--- src/shared/scd_pkg.sv ---
// constants and types for the strobe capture and control decoder
// assumes a single 50 MHz clock domain
`default_nettype none
package scd_pkg;

  // ----------------------------------------------------------------
  // widths
  // ----------------------------------------------------------------
  localparam int BYTE_W = 8;
  localparam int UP_W = 22;
  localparam int DN_W = 24;
  localparam int ADDR_W = 3;
  localparam int RST_CNT_W = 12;

  // ----------------------------------------------------------------
  // header bytes and control byte layout
  // ----------------------------------------------------------------
  localparam logic [7:0] HDR_BYTE1 = 8'h5A;
  localparam logic [7:0] HDR_BYTE2 = 8'hC3;
  localparam logic [7:0] HDR_BYTE3 = 8'h7E;
  localparam int CTL_RUN_BIT = 0;
  localparam int CTL_LED_RST_BIT = 2;
  localparam int CTL_SW_RST_BIT = 3;
  localparam int CTL_LOOP_BIT = 4;

  // ----------------------------------------------------------------
  // reset values and timing counts
  // ----------------------------------------------------------------
  localparam logic [11:0] RST_COUNT = 12'h9C8;
  localparam logic [2:0] ENDPOINT_ADDR = 3'h2;
  localparam logic PORT1_DIR_B_TO_A = 1'b0;
  localparam logic OE_ON_N = 1'b0;
  localparam logic OE_OFF_N = 1'b1;
  localparam logic [7:0] BYTE_RESET = 8'h00;
  localparam logic [21:0] UP_RESET = 22'h000000;
  localparam logic [23:0] DN_RESET = 24'h000000;

  typedef enum logic [2:0] {
    SCD_IDLE = 3'b000,
    SCD_HDR2 = 3'b001,
    SCD_HDR3 = 3'b010,
    SCD_DECODE = 3'b011,
    SCD_SET = 3'b100
  } scd_state_t;

endpackage
`default_nettype wire

--- src/hdl/scd_decoder.sv ---
// strobe capture, header detection and control byte decoding
// assumes all inputs synchronous to clk; endpoints sit outside
// Operation
// - strobe rising: set flag, pulse, capture byte
// - strobe held: drop pulse, keep flag set
// - one-cycle pulse queues one byte to host
// - strobe low: clear flag and captured byte, rearm
// - reset: direction B-to-A, output enable on
// - output enables are active low
// - run bit set: drive run_level high
// - strobe high: float shared port
// - strobe low: re-enable shared port
// - control byte only after 5A C3 7E
// - idle until 5A, then first header
// - expect C3 next, else back to idle
// - expect 7E next, else back to idle
// - decode state takes next byte as control
// - bits 0,2,3,4: run, led, switch, loopback
// - advance once per received byte edge
// - endpoint select is 3-bit, value 2
// - upstream buses or-merged, downstream shared
// - start transfer is loopback or send pulse
// - internal reset held for RST_COUNT+1 clocks
// - strobe edge-detected on the fast clock
`timescale 1ns/1ns
`default_nettype none
module scd_decoder (
  input wire logic clk,
  input wire logic resetn,
  input wire logic write_strobe_pin,
  input wire logic [scd_pkg::BYTE_W-1:0] sample_byte_bus,
  input wire logic [scd_pkg::BYTE_W-1:0] host_byte,
  input wire logic host_byte_valid,
  input wire logic loopback_request,
  input wire logic [scd_pkg::UP_W-1:0] trig_upstream,
  input wire logic [scd_pkg::UP_W-1:0] xfer_upstream,
  input wire logic [scd_pkg::DN_W-1:0] downstream_in,
  output logic sys_ready,
  output logic start_transfer,
  output logic [scd_pkg::BYTE_W-1:0] captured_byte,
  output logic [scd_pkg::ADDR_W-1:0] endpoint_select,
  output logic [scd_pkg::UP_W-1:0] upstream_bus,
  output logic [scd_pkg::DN_W-1:0] downstream_bus,
  output logic port1_direction,
  output logic port1_output_enable_n,
  output logic run_level,
  output logic led_reset,
  output logic switch_reset,
  output logic loopback_enable
);
  import scd_pkg::*;

  // ----------------------------------------------------------------
  // declarations
  // ----------------------------------------------------------------
  logic [RST_CNT_W-1:0] rst_cnt_r;
  logic ready_r;
  logic seen_r;
  logic start_r;
  logic [BYTE_W-1:0] byte_r;
  logic rx_seen_r;
  logic rx_evt;
  logic strobe_evt;
  scd_state_t state_r;
  scd_state_t state_nxt;
  logic [BYTE_W-1:0] ctl_r;
  logic oe_n_r;
  logic dir_r;
  logic [ADDR_W-1:0] sel_r;
  logic [UP_W-1:0] up_r;
  logic [UP_W-1:0] up_nxt;
  logic [DN_W-1:0] dn_r;

  // header step: go to next state on match, otherwise idle
  function automatic scd_state_t hdr_step(
    input logic [7:0] rx,
    input logic [7:0] want,
    input scd_state_t nxt
  );
    hdr_step = (rx == want) ? nxt : SCD_IDLE;
  endfunction

  // ----------------------------------------------------------------
  // internal reset stretcher
  // ----------------------------------------------------------------
  // all but the endpoint bus registers stay cleared until the counter is done
  always_ff @(posedge clk or negedge resetn) begin
    if (!resetn) begin
      rst_cnt_r <= '0;
      ready_r <= 1'b0;
    end else if (rst_cnt_r < RST_COUNT) begin
      rst_cnt_r <= rst_cnt_r + 12'h001;
      ready_r <= 1'b0;
    end else begin
      ready_r <= 1'b1;
    end
  end

  // ----------------------------------------------------------------
  // strobe capture
  // ----------------------------------------------------------------
  // strobe is slow against clk; the flag turns its level into an edge
  assign strobe_evt = ready_r & write_strobe_pin & ~seen_r;

  always_ff @(posedge clk or negedge resetn) begin
    if (!resetn) begin
      seen_r <= 1'b0;
      byte_r <= BYTE_RESET;
    end else if (!ready_r) begin
      seen_r <= 1'b0;
      byte_r <= BYTE_RESET;
    end else if (strobe_evt) begin
      seen_r <= 1'b1;
      byte_r <= sample_byte_bus;
    end else if (write_strobe_pin && seen_r) begin
      seen_r <= 1'b1;
    end else if (!write_strobe_pin && seen_r) begin
      seen_r <= 1'b0;
      byte_r <= BYTE_RESET;
    end
  end

  // loopback requests share the start line with the strobe pulse
  always_ff @(posedge clk or negedge resetn) begin
    if (!resetn) begin
      start_r <= 1'b0;
    end else begin
      start_r <= ready_r & (strobe_evt | loopback_request);
    end
  end

  // ----------------------------------------------------------------
  // shared port direction and enable
  // ----------------------------------------------------------------
  // floating the port lets the far side drive its led on these pins
  always_ff @(posedge clk or negedge resetn) begin
    if (!resetn) begin
      dir_r <= PORT1_DIR_B_TO_A;
      oe_n_r <= OE_ON_N;
    end else if (!ready_r) begin
      dir_r <= PORT1_DIR_B_TO_A;
      oe_n_r <= OE_ON_N;
    end else if (write_strobe_pin) begin
      oe_n_r <= OE_OFF_N;
    end else begin
      oe_n_r <= OE_ON_N;
    end
  end

  // ----------------------------------------------------------------
  // host byte header detection
  // ----------------------------------------------------------------
  assign rx_evt = ready_r & host_byte_valid & ~rx_seen_r;

  always_ff @(posedge clk or negedge resetn) begin
    if (!resetn) begin
      rx_seen_r <= 1'b0;
    end else if (!ready_r) begin
      rx_seen_r <= 1'b0;
    end else if (rx_evt) begin
      rx_seen_r <= 1'b1;
    end else if (!host_byte_valid) begin
      rx_seen_r <= 1'b0;
    end
  end

  always_comb begin
    state_nxt = state_r;
    unique case (state_r)
      SCD_IDLE: begin
        if (rx_evt) begin
          state_nxt = hdr_step(host_byte, HDR_BYTE1, SCD_HDR2);
        end
      end
      SCD_HDR2: begin
        if (rx_evt) begin
          state_nxt = hdr_step(host_byte, HDR_BYTE2, SCD_HDR3);
        end
      end
      SCD_HDR3: begin
        if (rx_evt) begin
          state_nxt = hdr_step(host_byte, HDR_BYTE3, SCD_DECODE);
        end
      end
      SCD_DECODE: begin
        if (rx_evt) begin
          state_nxt = SCD_SET;
        end
      end
      SCD_SET: begin
        state_nxt = SCD_IDLE;
      end
      default: begin
        state_nxt = SCD_IDLE;
      end
    endcase
  end

  always_ff @(posedge clk or negedge resetn) begin
    if (!resetn) begin
      state_r <= SCD_IDLE;
    end else if (!ready_r) begin
      state_r <= SCD_IDLE;
    end else begin
      state_r <= state_nxt;
    end
  end

  // ----------------------------------------------------------------
  // control byte
  // ----------------------------------------------------------------
  always_ff @(posedge clk or negedge resetn) begin
    if (!resetn) begin
      ctl_r <= BYTE_RESET;
    end else if (!ready_r) begin
      ctl_r <= BYTE_RESET;
    end else if (state_r == SCD_DECODE && rx_evt) begin
      ctl_r <= host_byte;
    end
  end

  // ----------------------------------------------------------------
  // endpoint buses
  // ----------------------------------------------------------------
  scd_bus_or_merge u_merge (
    .trig_upstream(trig_upstream),
    .xfer_upstream(xfer_upstream),
    .merged(up_nxt)
  );

  // registered copies cost one cycle of latency on each bus
  always_ff @(posedge clk or negedge resetn) begin
    if (!resetn) begin
      up_r <= UP_RESET;
      dn_r <= DN_RESET;
      sel_r <= ENDPOINT_ADDR;
    end else begin
      up_r <= up_nxt;
      dn_r <= downstream_in;
      sel_r <= ENDPOINT_ADDR;
    end
  end

  assign sys_ready = ready_r;
  assign start_transfer = start_r;
  assign captured_byte = byte_r;
  assign endpoint_select = sel_r;
  assign upstream_bus = up_r;
  assign downstream_bus = dn_r;
  assign port1_direction = dir_r;
  assign port1_output_enable_n = oe_n_r;
  assign run_level = ctl_r[CTL_RUN_BIT];
  assign led_reset = ctl_r[CTL_LED_RST_BIT];
  assign switch_reset = ctl_r[CTL_SW_RST_BIT];
  assign loopback_enable = ctl_r[CTL_LOOP_BIT];
endmodule
`default_nettype wire

--- src/hdl/scd_bus_or_merge.sv ---
// bus_or_merge: ors the upstream buses of the two endpoints
// assumes each idle endpoint drives all zeros on its upstream bus
`timescale 1ns/1ns
`default_nettype none
module scd_bus_or_merge (
  input wire logic [scd_pkg::UP_W-1:0] trig_upstream,
  input wire logic [scd_pkg::UP_W-1:0] xfer_upstream,
  output logic [scd_pkg::UP_W-1:0] merged
);
  import scd_pkg::*;

  // wired-or without tristates, so neither endpoint fights the other
  assign merged = trig_upstream | xfer_upstream;

endmodule
`default_nettype wire

--- config.mk ---
export PLATFORM = sky130hd
export DESIGN_NAME = scd_decoder
export DESIGN_NICKNAME = d
export VERILOG_FILES = /design/src/shared/scd_pkg.sv /design/src/hdl/scd_decoder.sv /design/src/hdl/scd_bus_or_merge.sv
export SDC_FILE = /design/constraint.sdc
export NUM_CORES = 1
export LEC_CHECK = 0
export BUFFER_PORTS_ARGS = -buffer_cell sky130_fd_sc_hd__clkbuf_2
export CAP_MARGIN = 20
export CORE_MARGIN = 5
export CORE_UTILIZATION = 47
export DETAILED_ROUTE_END_ITERATION = 10
export MAX_ROUTING_LAYER = met4
export PLACE_DENSITY = 0.91
export SYNTH_ARGS = -nofsm -noshare
export SYNTH_HDL_FRONTEND = slang
export SYNTH_SLANG_ARGS = --single-unit
--- constraint.sdc ---
create_clock -name clk -period 3.5 [get_ports clk]
set_input_delay 0.175 -clock clk [delete_from_list [all_inputs] [get_ports clk]]
set_output_delay 0.175 -clock clk [all_outputs]
set_load 0.02 [all_outputs]
=== Word level (Yosys, flattened, before mapping) ===
Index checks and enable logic that the tools add are counted.

* Flip-flop bits (word level): 79
* Output and inout bits: 65
* Word-level logic and storage cells: 69

* Add/subtract/negate cells: 1
* Magnitude comparators: 1
* Equality and inequality tests: 15
* Multiplexer cells: 25
* Bitwise gates (word level): 9
* Reductions and logical operators: 7

{| class="wikitable"
|+ Operators by type and width
! cell !! count
|-
| 8-bit two-way mux || 4
|-
| 22-bit OR || 1
|-
| 8-bit by 7-bit equality test with 1-bit output, second input constant || 2
|-
| 3-bit two-way mux || 5
|-
| 3-bit inequality test, second input constant || 5
|-
| 12-bit by 1-bit adder with 12-bit output, second input constant || 1
|-
| 12-bit < comparator, second input constant || 1
|-
| 3-bit case mux with 4 select lines || 1
|-
| 1-bit two-way mux || 11
|-
| 5-bit two-way mux || 2
|-
| 8-bit equality test, second input constant || 1
|-
| 3-bit by 2-bit equality test with 1-bit output, second input constant || 2
|-
| 1-bit AND || 5
|-
| 2-bit two-way mux || 2
|-
| 4-bit by 1-bit inequality test with 1-bit output, second input constant || 1
|-
| 4-bit AND reduction || 1
|-
| 3-bit by 1-bit equality test with 1-bit output, second input constant || 1
|-
| 1-bit logical AND || 3
|-
| 3-bit zero test || 1
|-
| 3-bit by 1-bit inequality test with 1-bit output, second input constant || 1
|-
| 3-bit by 2-bit inequality test with 1-bit output, second input constant || 1
|-
| 2-bit by 1-bit inequality test with 1-bit output, second input constant || 1
|-
| 1-bit NOT || 2
|-
| 2-bit AND reduction || 1
|-
| 2 further kinds || 2
|}

=== Longest topological paths before layout ===
Gate-level depths: netlist of run 1.

* Depth after elaboration: 6
* Gate-level depth with buffers: 5
* Mapped depth without buffers: 5

=== Hierarchy ===
A second synthesis of run 1 with hierarchy kept.

* Cells, all modules: 196
* Area total of the unflattened synthesis: 2728.9 um^2

{| class="wikitable"
|+ Modules (own cells, without submodules)
! module !! times used !! cells each !! area an instance (um^2) !! seq. area each (um^2)
|-
| scd_decoder || 1 || 174 || 2591.2 || 1951.9
|-
| scd_bus_or_merge || 1 || 22 || 137.6 || 0.0
|}

=== Worst setup path after synthesis of run 1 ===
OpenSTA, ideal clock, no wires.

* Path kind: reg2reg
* From: register rst_cnt_r[10]
* To: register rst_cnt_r[8]
* Setup time: 0.125 ns
* Data arrival time: 1.283 ns
* Slack: 2.091 ns
* Stages on the path, launching flop included: 5
* Buffers on the path: 0
* Clock period less this slack: 1.409 ns
* Cells stage by stage: dfrtp_1 o21a_1 nor3_4 nand3_2 mux2_4

* Word-level cells in the longest chain between the ends: 1

{| class="wikitable"
|+ Ends and longest elaborated chain
! what !! RTL line !! text
|-
| start: declaration || scd_decoder.sv:56 || <nowiki>logic [RST_CNT_W-1:0] rst_cnt_r;</nowiki>
|-
| start signal: assignment || scd_decoder.sv:92 || <nowiki>rst_cnt_r <= rst_cnt_r + 12'h001;</nowiki>
|-
| 12-bit < comparator || scd_decoder.sv:91 || <nowiki>end else if (rst_cnt_r < RST_COUNT) begin</nowiki>
|}

Every way passes these cells.
A chain may end at the register's enable or synchronous reset.

=== Worst setup path after layout of run 1 ===
* From: register rst_cnt_r[9]
* To: register rst_cnt_r[8]

The elaborated chain is that of the path after synthesis.

==> reports/metrics.cfg, run 1 <==
[synth]
synth_top_area_cell = dfrtp_1
synth-edff-count = 0
yosysSeqAreaShare_pct = 70.46
yosysWarnings = 0
avgSynthCellArea_um2 = 13.92
synth_fa_ha_area_share_pct = 0.4517
synth-xor-area-share_pct = 2.846
ys_ff_latch = 78
synth_top_family_by_area = simple AND/OR/NAND/NOR gates
synth_top_area_share_pct = 70.46
synth_area_leaders = dfrtp_1 70%, or2_2 5.0%, xnor2_1 2.8%
synth-simple-area-share_pct = 17.16
synth_compound_gate_area_share_pct = 6.911
synthDistinctLibCells = 35
syn_area_mm2 = 0.002770
synthMuxAreaShare_pct = 0.5420
async_reset_ff_share_pct = 100.0
synthFlopType = dfrtp_1
synthCells = 199

[power_and_ir_drop]
power.density_mw_per_mm2 = 435.2
combPwrFrac_pct = 10.6
switchingPower_mw = 0.4321
vdd_drop_max_v = 0.0004157
leakagePower_nw = 2.026
pwr-share-seq_pct = 52.6
power.share.switching_pct = 24.29
clockPowerShare_pct = 36.9
internal-power_mw = 1.347

[setup_path]
worst-path-stages = 4
start_kind = register
crit_slowest_cell = dfrtp_1
path_cells = o21a_1, nor3_4, nand3_2, mux2_4
worstPathArrival_ns = 1.74
path_class = register to register
required_ns = 3.72
crit_family = flip-flops
worst_setup_path_end_kind = register
max_stage_delay_ns = 0.46
reg2reg_depth = 4
cp_max_fo = 7
path_buf_inv = 0

[placement]
gp_congestion = 0.8433
place_area_mm2 = 0.003582
portBuffers = 149
post-place-ws_ns = 1.941
post-dp-hpwl_um = 4886

[run]
maxCapViolations = 0

[sta]
tightest_slew_ns = 0.9471
slew_viol_final = 0
min_period_ns = 1.520
relSlewSlack_pct = 36.86
hold_violations = 0
fmax_mhz = 658.0
fin_ws_ns = 1.980
fin_skew_ns = 0.01238
rsz0062_at_grt = false
setup_tns_ns = 0
finalSetupViolCount = 0
post-route-period-util_pct = 43.42

[clocking]
ctsResizeCount = 0
ctsHoldBuffers = 27
clk_pin_slew_ns = 0.08
cts_root_buffer = clkbuf_8
cts_tree = built
cts_sinks = 78
clk_path_buf_depth = 2
insertion_delay_ns = 0.34
cts_made_buffers = 9
h-tree-depth = 3
cts_setup_buffers = 0

[floorplan]
start_util_pct = 47.63
core_mm2 = 0.005816
io_pins = 154
die_h_um = 86.77
design.die.area_mm2 = 0.007529
dieWidth_um = 86.77
fp-row-count = 28

[routing]
dr.pass1.iters = 4
vias_per_cell = 4.830
drt_iter0_markers = 100
routed-via-count = 2251
post-route-drc-count = 0
wl_um = 7143
wl_per_cell_um = 15.33
ant_nets = 0

[global_route]
grt_pass1_wl_um = 11130
antenna_found_initial = 0
grt_max_degree = 79
grt_pass1_vias = 2337
overflow = 0
track_usage_pct = 20.26

[finish]
fin_nets = 476
n_antenna_cell = 0
syn_to_final_growth_pct = 47.56
finish.instance_area_mm2 = 0.004088
layout_common_cells = 148 x clkbuf_2, 78 x dfrtp_1, 31 x dlygate4sd3_1, 22 x or2_2, 15 x nand2_1
drive_gt1_share_pct = 50.13
final_common_cell = clkbuf_2
n_fill_cell = 402

[hold_path]
min_path_type = primary input to register
whs_path_depth = 2

[status]
outcome = finished, final reports clean

power groups by stage:
stage | combinational [mW] | clock, mW | sequential, mW
after floorplan | 0.0270 | 0 | 0.989
after global placement | 0.155 | 0 | 0.952
after detailed placement | 0.159 | 0 | 0.953
after CTS | 0.184 | 0.674 | 0.935
after global routing | 0.204 | 0.721 | 0.937
final | 0.188 | 0.656 | 0.935
routing by layer:
| layer | GRT usage [%] | share of wire, % | vias up |
|---|---|---|---|
| met1 | 22.14 | 36 | 1081 |
| met4 | 4.674 | 0.94 | 0 |
| met3 | 5.989 | 7.3 | 9 |
| met5 | - | 0 | - |
| met2 | 36.30 | 55 | 113 |
| li1 | - | - | 1048 |
cells by family (layout without fill, tap and decap cells):
group	after synthesis	in the layout
XOR/XNOR	9	9
flip-flops	78	78
adder cells (fa/ha/maj)	1	1
other	2	4
buffers and inverters	6	196
AO/OA/AOI/OAI	24	24
multiplexers	1	1
AND/OR/NAND/NOR	78	78
cell type report:
type,count,area (um2),area share (%)
sequential,78,1952,47.75
timing repair buffer,180,1059,25.90
multi-input combinational,117,788.3,19.28
clock buffer,9,123.9,3.030
tap,75,93.84,2.296
clock inverter,7,71.32,1.745
stage by stage:
| stage | total power [mW] | std cells | hold slack [ns] | util (%) |
|---|---|---|---|---|
| 3_3_place_gp | 1.107 | 419 | 0.2833 | 61.60 |
| 2_1_floorplan | 1.015 | 201 | -0.1206 | - |
| 5_1_grt | 1.862 | 466 | 0.0003719 | 70.29 |
| 4_1_cts | 1.793 | 462 | 0.002057 | 69.60 |
| 6_report | 1.779 | 466 | 0.01684 | 70.29 |
| 3_5_place_dp | 1.112 | 419 | 0.2846 | 61.60 |
registers in the layout, summed over array words and instances, names as in the netlist, 3 cells and up:
signal and cells:
upstream_bus 22, ctl_r 4, state_r 3, downstream_bus 24
captured_byte 8, rst_cnt_r 12
Yosys cell counts, types with 3 or more instances:
| cell | n |
|---|---|
| dfrtp_1 | 78 |
| or2_2 | 22 |
| nand2_1 | 15 |
| nor2b_1 | 10 |
| xnor2_1 | 9 |
| a22oi_1 | 8 |
| nand3_1 | 8 |
| o21ai_0 | 5 |
| buf_4 | 4 |
| and2_1 | 3 |
| o21a_1 | 3 |
path summary, 6_finish.rpt:
kind / slack (ns) / start / endpoint
max in group asynchronous: 2.34 / resetn / captured_byte[6]$_DFFE_PN0P_
hold reg to reg: 0.52 / rst_cnt_r[0]$_DFFE_PN0N_ / rst_cnt_r[0]$_DFFE_PN0N_
setup reg to reg: 1.98 / rst_cnt_r[9]$_DFFE_PN0N_ / rst_cnt_r[8]$_DFFE_PN0N_
setup / recovery: 1.98 / rst_cnt_r[9]$_DFFE_PN0N_ / rst_cnt_r[8]$_DFFE_PN0N_
hold / removal: 0.02 / trig_upstream[10] / upstream_bus[10]$_DFF_PN0_
min in group asynchronous: 0.52 / resetn / captured_byte[0]$_DFFE_PN0P_
(Power assumes the default switching activity.)
==> run 2: changes to the inputs <==
- CORE_UTILIZATION: 47 -> 44
- PLACE_DENSITY: 0.91 -> 0.87
- clock period: 3.5 -> 1.5 ns (I/O delays scaled with it)
==> run 2 against run 1 <==
Effect of this change:
- global-route usage grew 1.9 points
- register-to-register slack lost 1.9 ns
- sequential share of layout area shrank 5.3 points
- die area grew 6.0%
- largest power group unchanged
- highest routed layer unchanged
==> reports/metrics.cfg, run 2 (synthesis gave the netlist of run 1 again) <==
[finish]
final_common_cell = clkbuf_2
n_fill_cell = 412
layout_common_cells = 148 x clkbuf_2, 78 x dfrtp_1, 74 x dlygate4sd3_1, 22 x or2_2, 15 x nand2_1
n_antenna_cell = 0
finish.instance_area_mm2 = 0.004601
fin_nets = 526
drive_gt1_share_pct = 46.03
largest_register_ff_count = 24
syn_to_final_growth_pct = 66.08

[setup_path]
required_ns = 1.71
worstPathArrival_ns = 1.65
reg2reg_depth = 4
worst_setup_path_end_kind = register
path_class = register to register
rrSetupSlack_ns = 0.06
cp_max_fo = 5
r2r_start = rst_cnt_r[9]$_DFFE_PN0N_
r2r_end = rst_cnt_r[8]$_DFFE_PN0N_
start_kind = register

[power_and_ir_drop]
leakagePower_nw = 2.220
power.density_mw_per_mm2 = 948.0
vdd_drop_max_v = 0.0008044
p_total_mw = 4.361

[global_route]
met1_usage_pct = 22.76
use_met2_pct = 40.46
grt_util_met3_pct = 4.977
grt_pass1_wl_um = 12530
track_usage_pct = 22.20
grt_max_degree = 79
overflow = 0
antenna_found_initial = 0
grt.busiest_layer = met2
grt_pass1_vias = 2570

[placement]
portBuffers = 149
gp_congestion = 0.8378
post-dp-hpwl_um = 5023
place_area_mm2 = 0.003650
post-place-ws_ns = 0.08220

[floorplan]
dieWidth_um = 89.35
start_util_pct = 44.39
core_mm2 = 0.006241
io_pins = 154
die_h_um = 89.35
design.die.area_mm2 = 0.007983
fp-row-count = 29

[sta]
setup_tns_ns = 0
fmax_mhz = 695.0
tightest_slew_ns = 0.5662
relSlewSlack_pct = 61.98
post-route-period-util_pct = 95.93
slew_viol_final = 0
hold_violations = 0
fin_skew_ns = 0.01354
rsz0062_at_grt = false
fin_ws_ns = 0.06107
min_period_ns = 1.439
finalSetupViolCount = 0

[routing]
wl_um = 8087
dr.pass1.iters = 4
wl_per_cell_um = 15.61
vias_per_cell = 4.685
routed-via-count = 2427
post-route-drc-count = 0
ant_nets = 0
drt_iter0_markers = 145

[clocking]
clk_pin_slew_ns = 0.09
cts_made_buffers = 9
h-tree-depth = 3
clk_path_buf_depth = 2
cts_setup_buffers = 0
cts_root_buffer = clkbuf_8
cts_tree = built
cts_sinks = 78
insertion_delay_ns = 0.34

[hold_path]
whs_endpoint = seen_r$_DFFE_PN0P_
whs_path_depth = 2
min_path_type = primary input to register
hp-start = write_strobe_pin

[run]
maxCapViolations = 0

[status]
outcome = finished, final reports clean

## run 2: changes by cell type in the layout (fill, tap and decap cells not counted), moves of 2 or more
| cell | delta |
|---|---|
| buf_4 | +6 |
| clkbuf_8 | +2 |
| clkinv_2 | -3 |
| clkinvlp_4 | +2 |
| dlygate4sd3_1 | +43 |
## run 2: worst max-delay path: stages (launching register included)
cell	delay (ns)
dfrtp_1	0.44
o21a_2	0.25
nor3_4	0.22
nand3_2	0.11
mux2_4	0.30
## run 2: layout make-up
class | instances | area (um2) | share of cell area [%]
Timing Repair Buffer | 230 | 1554 | 33.78
Sequential cell | 78 | 1952 | 42.43
Tap cell | 77 | 96.34 | 2.094
Multi-Input combinational cell | 117 | 789.5 | 17.16
Clock buffer | 12 | 155.1 | 3.372
Clock inverter | 4 | 53.80 | 1.169
## run 2: layer usage
metal,vias to the layer above,part of all wire (%)
met1,1160,36
li1,1143,-
met4,0,2.2
met3,13,7.3
met2,111,55
met5,-,0
## run 2: how the worst max path moves through the flow
stage | start | end | slack, ns | depth (start not counted)
3_3_place_gp | rst_cnt_r[9]$_DFFE_PN0N_ | rst_cnt_r[8]$_DFFE_PN0N_ | 0.14 | 4
4_1_cts | rst_cnt_r[9]$_DFFE_PN0N_ | rst_cnt_r[8]$_DFFE_PN0N_ | 0.05 | 4
3_5_place_dp | rst_cnt_r[9]$_DFFE_PN0N_ | rst_cnt_r[8]$_DFFE_PN0N_ | 0.08 | 4
5_1_grt | rst_cnt_r[9]$_DFFE_PN0N_ | rst_cnt_r[0]$_DFFE_PN0N_ | 0.007 | 4
2_1_floorplan | rst_cnt_r[10]$_DFFE_PN0N_ | rst_cnt_r[8]$_DFFE_PN0N_ | 0.09 | 4
6_report | rst_cnt_r[9]$_DFFE_PN0N_ | rst_cnt_r[8]$_DFFE_PN0N_ | 0.06 | 4
## run 2: repair_timing
item,CTS,global route
gates resized for setup,0,2
hold endpoints to repair,129,0
setup endpoints to repair,0,2
hold buffers,74,0
## run 2: power by group
| part | leakage [nW] | total, mW | switching [mW] | internal [mW] |
|---|---|---|---|---|
| Sequential | 0.938 | 2.18 | 0.0213 | 2.16 |
| Clock | 0.0992 | 1.64 | 0.770 | 0.868 |
| Combinational | 1.18 | 0.539 | 0.255 | 0.284 |
## run 2: stage by stage
stage	hold WS [ns]	utilization, %	instances
detailed placement	0.1291	58.48	428
global placement	0.1191	58.48	428
floorplan	-0.2206	-	201
CTS	0.001574	73.70	518
finish	0.01979	73.72	518
global route	0.009924	73.72	518
==> run 3: changes to the inputs <==
- REMOVE_ABC_BUFFERS: not set -> 1
==> run 3 against run 2 <==
Effect of this change:
- critical path depth rose by 1
- routed wire length rose by 7.1%
- via count rose by 1.7%
- final area rose by 1.9%
==> reports/metrics.cfg, run 3 (synthesis gave the netlist of run 1 again) <==
[finish]
largest_register_ff_count = 24
finish.instance_area_mm2 = 0.004690
multiInputGateArea_um2 = 820.8
layout_common_cells = 148 x clkbuf_2, 76 x dfrtp_1, 76 x dlygate4sd3_1, 22 x or2_2, 15 x nand2_1
final_common_cell = clkbuf_2
seqCellArea_mm2 = 0.001954
n_antenna_cell = 0
syn_to_final_growth_pct = 69.29
fin_nets = 532
drive_gt1_share_pct = 47.43
utilization_pct = 75.14
n_fill_cell = 393

[routing]
routed-via-count = 2468
dr.pass1.iters = 4
vias_per_cell = 4.710
ant_nets = 0
drt_iter0_markers = 53
wl_per_cell_um = 16.54
wl_um = 8665
post-route-drc-count = 0

[power_and_ir_drop]
power.density_mw_per_mm2 = 948.2
leakagePower_nw = 2.251
vdd_drop_max_v = 0.0007442

[sta]
hold_violations = 0
slew_viol_final = 0
fin_skew_ns = 0.01212
finalSetupViolCount = 0
post-route-period-util_pct = 97.25
fmax_mhz = 685.5
min_period_ns = 1.459

[placement]
portBuffers = 149
gp_congestion = 0.9155
post-dp-hpwl_um = 4984
place_area_mm2 = 0.003657

[status]
outcome = finished, final reports clean

[global_route]
antenna_found_initial = 0
grt_pass1_wl_um = 13430
track_usage_pct = 23.97
grt_max_degree = 37
grt_pass1_vias = 2784
overflow = 0

[clocking]
h-tree-depth = 3
cts_tree = built
cts_root_buffer = clkbuf_8
cts_sinks = 78
cts_made_buffers = 9
clk_pin_slew_ns = 0.08
clk_path_buf_depth = 2
insertion_delay_ns = 0.34

[setup_path]
path_cells = nor3b_4, o311ai_4, buf_4, nand4_1, xnor2_1
reg2reg_depth = 5
worst_setup_path_end_kind = register
max_stage_delay_ns = 0.46
required_ns = 1.72
cp_max_fo = 6
start_kind = register
rrSetupSlack_ns = 0.04
r2r_start = rst_cnt_r[3]$_DFFE_PN0N_
worstPathArrival_ns = 1.67
r2r_end = rst_cnt_r[5]$_DFFE_PN0N_
crit_slowest_cell = dfrtp_2
path_class = register to register

[hold_path]
whs_path_depth = 3
hp-start = sample_byte_bus[0]
whs_endpoint = captured_byte[0]$_DFFE_PN0P_
min_path_type = primary input to register

[floorplan]
start_util_pct = 44.39
dieWidth_um = 89.35
core_mm2 = 0.006241
fp-row-count = 29
design.die.area_mm2 = 0.007983
die_h_um = 89.35
io_pins = 154

[run]
maxCapViolations = 0

-- run 3: cell count changes in the layout (fill, tap and decap cells not counted), sizes merged --
cell and change:
bufinv +1, clkinvlp -2, buf +4, clkinv +2, clkbuf -1, dlygate4sd3 +2
-- run 3: worst max-delay path by stage --
stage	slack, ns	from	end
2_1_floorplan	0.09	rst_cnt_r[10]$_DFFE_PN0N_	rst_cnt_r[8]$_DFFE_PN0N_
3_3_place_gp	0.09	rst_cnt_r[3]$_DFFE_PN0N_	rst_cnt_r[5]$_DFFE_PN0N_
3_5_place_dp	0.004	rst_cnt_r[3]$_DFFE_PN0N_	rst_cnt_r[7]$_DFFE_PN0N_
4_1_cts	0.02	rst_cnt_r[3]$_DFFE_PN0N_	rst_cnt_r[8]$_DFFE_PN0N_
5_1_grt	-0.03	rst_cnt_r[9]$_DFFE_PN0N_	rst_cnt_r[9]$_DFFE_PN0N_
6_report	0.04	rst_cnt_r[3]$_DFFE_PN0N_	rst_cnt_r[5]$_DFFE_PN0N_
-- run 3: critical path: cells and delay by family (launching register included) --
kind                      cells  cell delay, ns
AOI/OAI and AO/OA             1            0.27
xor gates and xnor gates      1            0.15
buffers and inverters         1            0.17
DFF                           1            0.46
and+or+nand+nor               2            0.30
-- run 3: cell type report --
cell class	count	share of cell area, %
Timing Repair Buffer	236	34.20
Multi-Input combinational cell	117	17.50
Clock buffer	11	2.801
Tap cell	77	2.054
Sequential cell	78	41.68
Clock inverter	5	1.761
-- run 3: power by group --
group / switching, mW / internal, mW / total [mW]
clock network: 0.764 / 0.945 / 1.71
logic: 0.262 / 0.292 / 0.554
registers: 0.0206 / 2.16 / 2.18
-- run 3: what timing repair did --
item                       CTS  global route
pin swaps                    1             0
hold endpoints to repair   132             0
setup buffers                2             1
gates resized for setup      1             8
setup endpoints to repair    1            10
hold buffers                76             0
-- run 3: per-layer routing --
| layer | vias up | GRT usage [%] | routed length, um |
|---|---|---|---|
| met3 | 28 | 5.161 | 539 |
| li1 | 1160 | - | - |
| met4 | 0 | 10.83 | 282 |
| met2 | 110 | 46.42 | 4980 |
| met1 | 1170 | 21.93 | 2863 |
| met5 | - | - | 0 |
-- run 3: metrics by stage --
step,instances,setup TNS (ns),total power [mW],setup WS [ns],hold WS [ns]
2_1_floorplan,195,0,2.361,0.09146,-0.2206
3_3_place_gp,429,0,2.594,0.08766,-0.04581
3_5_place_dp,429,0,2.606,0.003516,-0.03903
4_1_cts,523,0,4.446,0.01811,0.01228
5_1_grt,524,-0.02548,4.613,-0.02548,0.01680
6_report,524,0,4.447,0.04126,0.02071
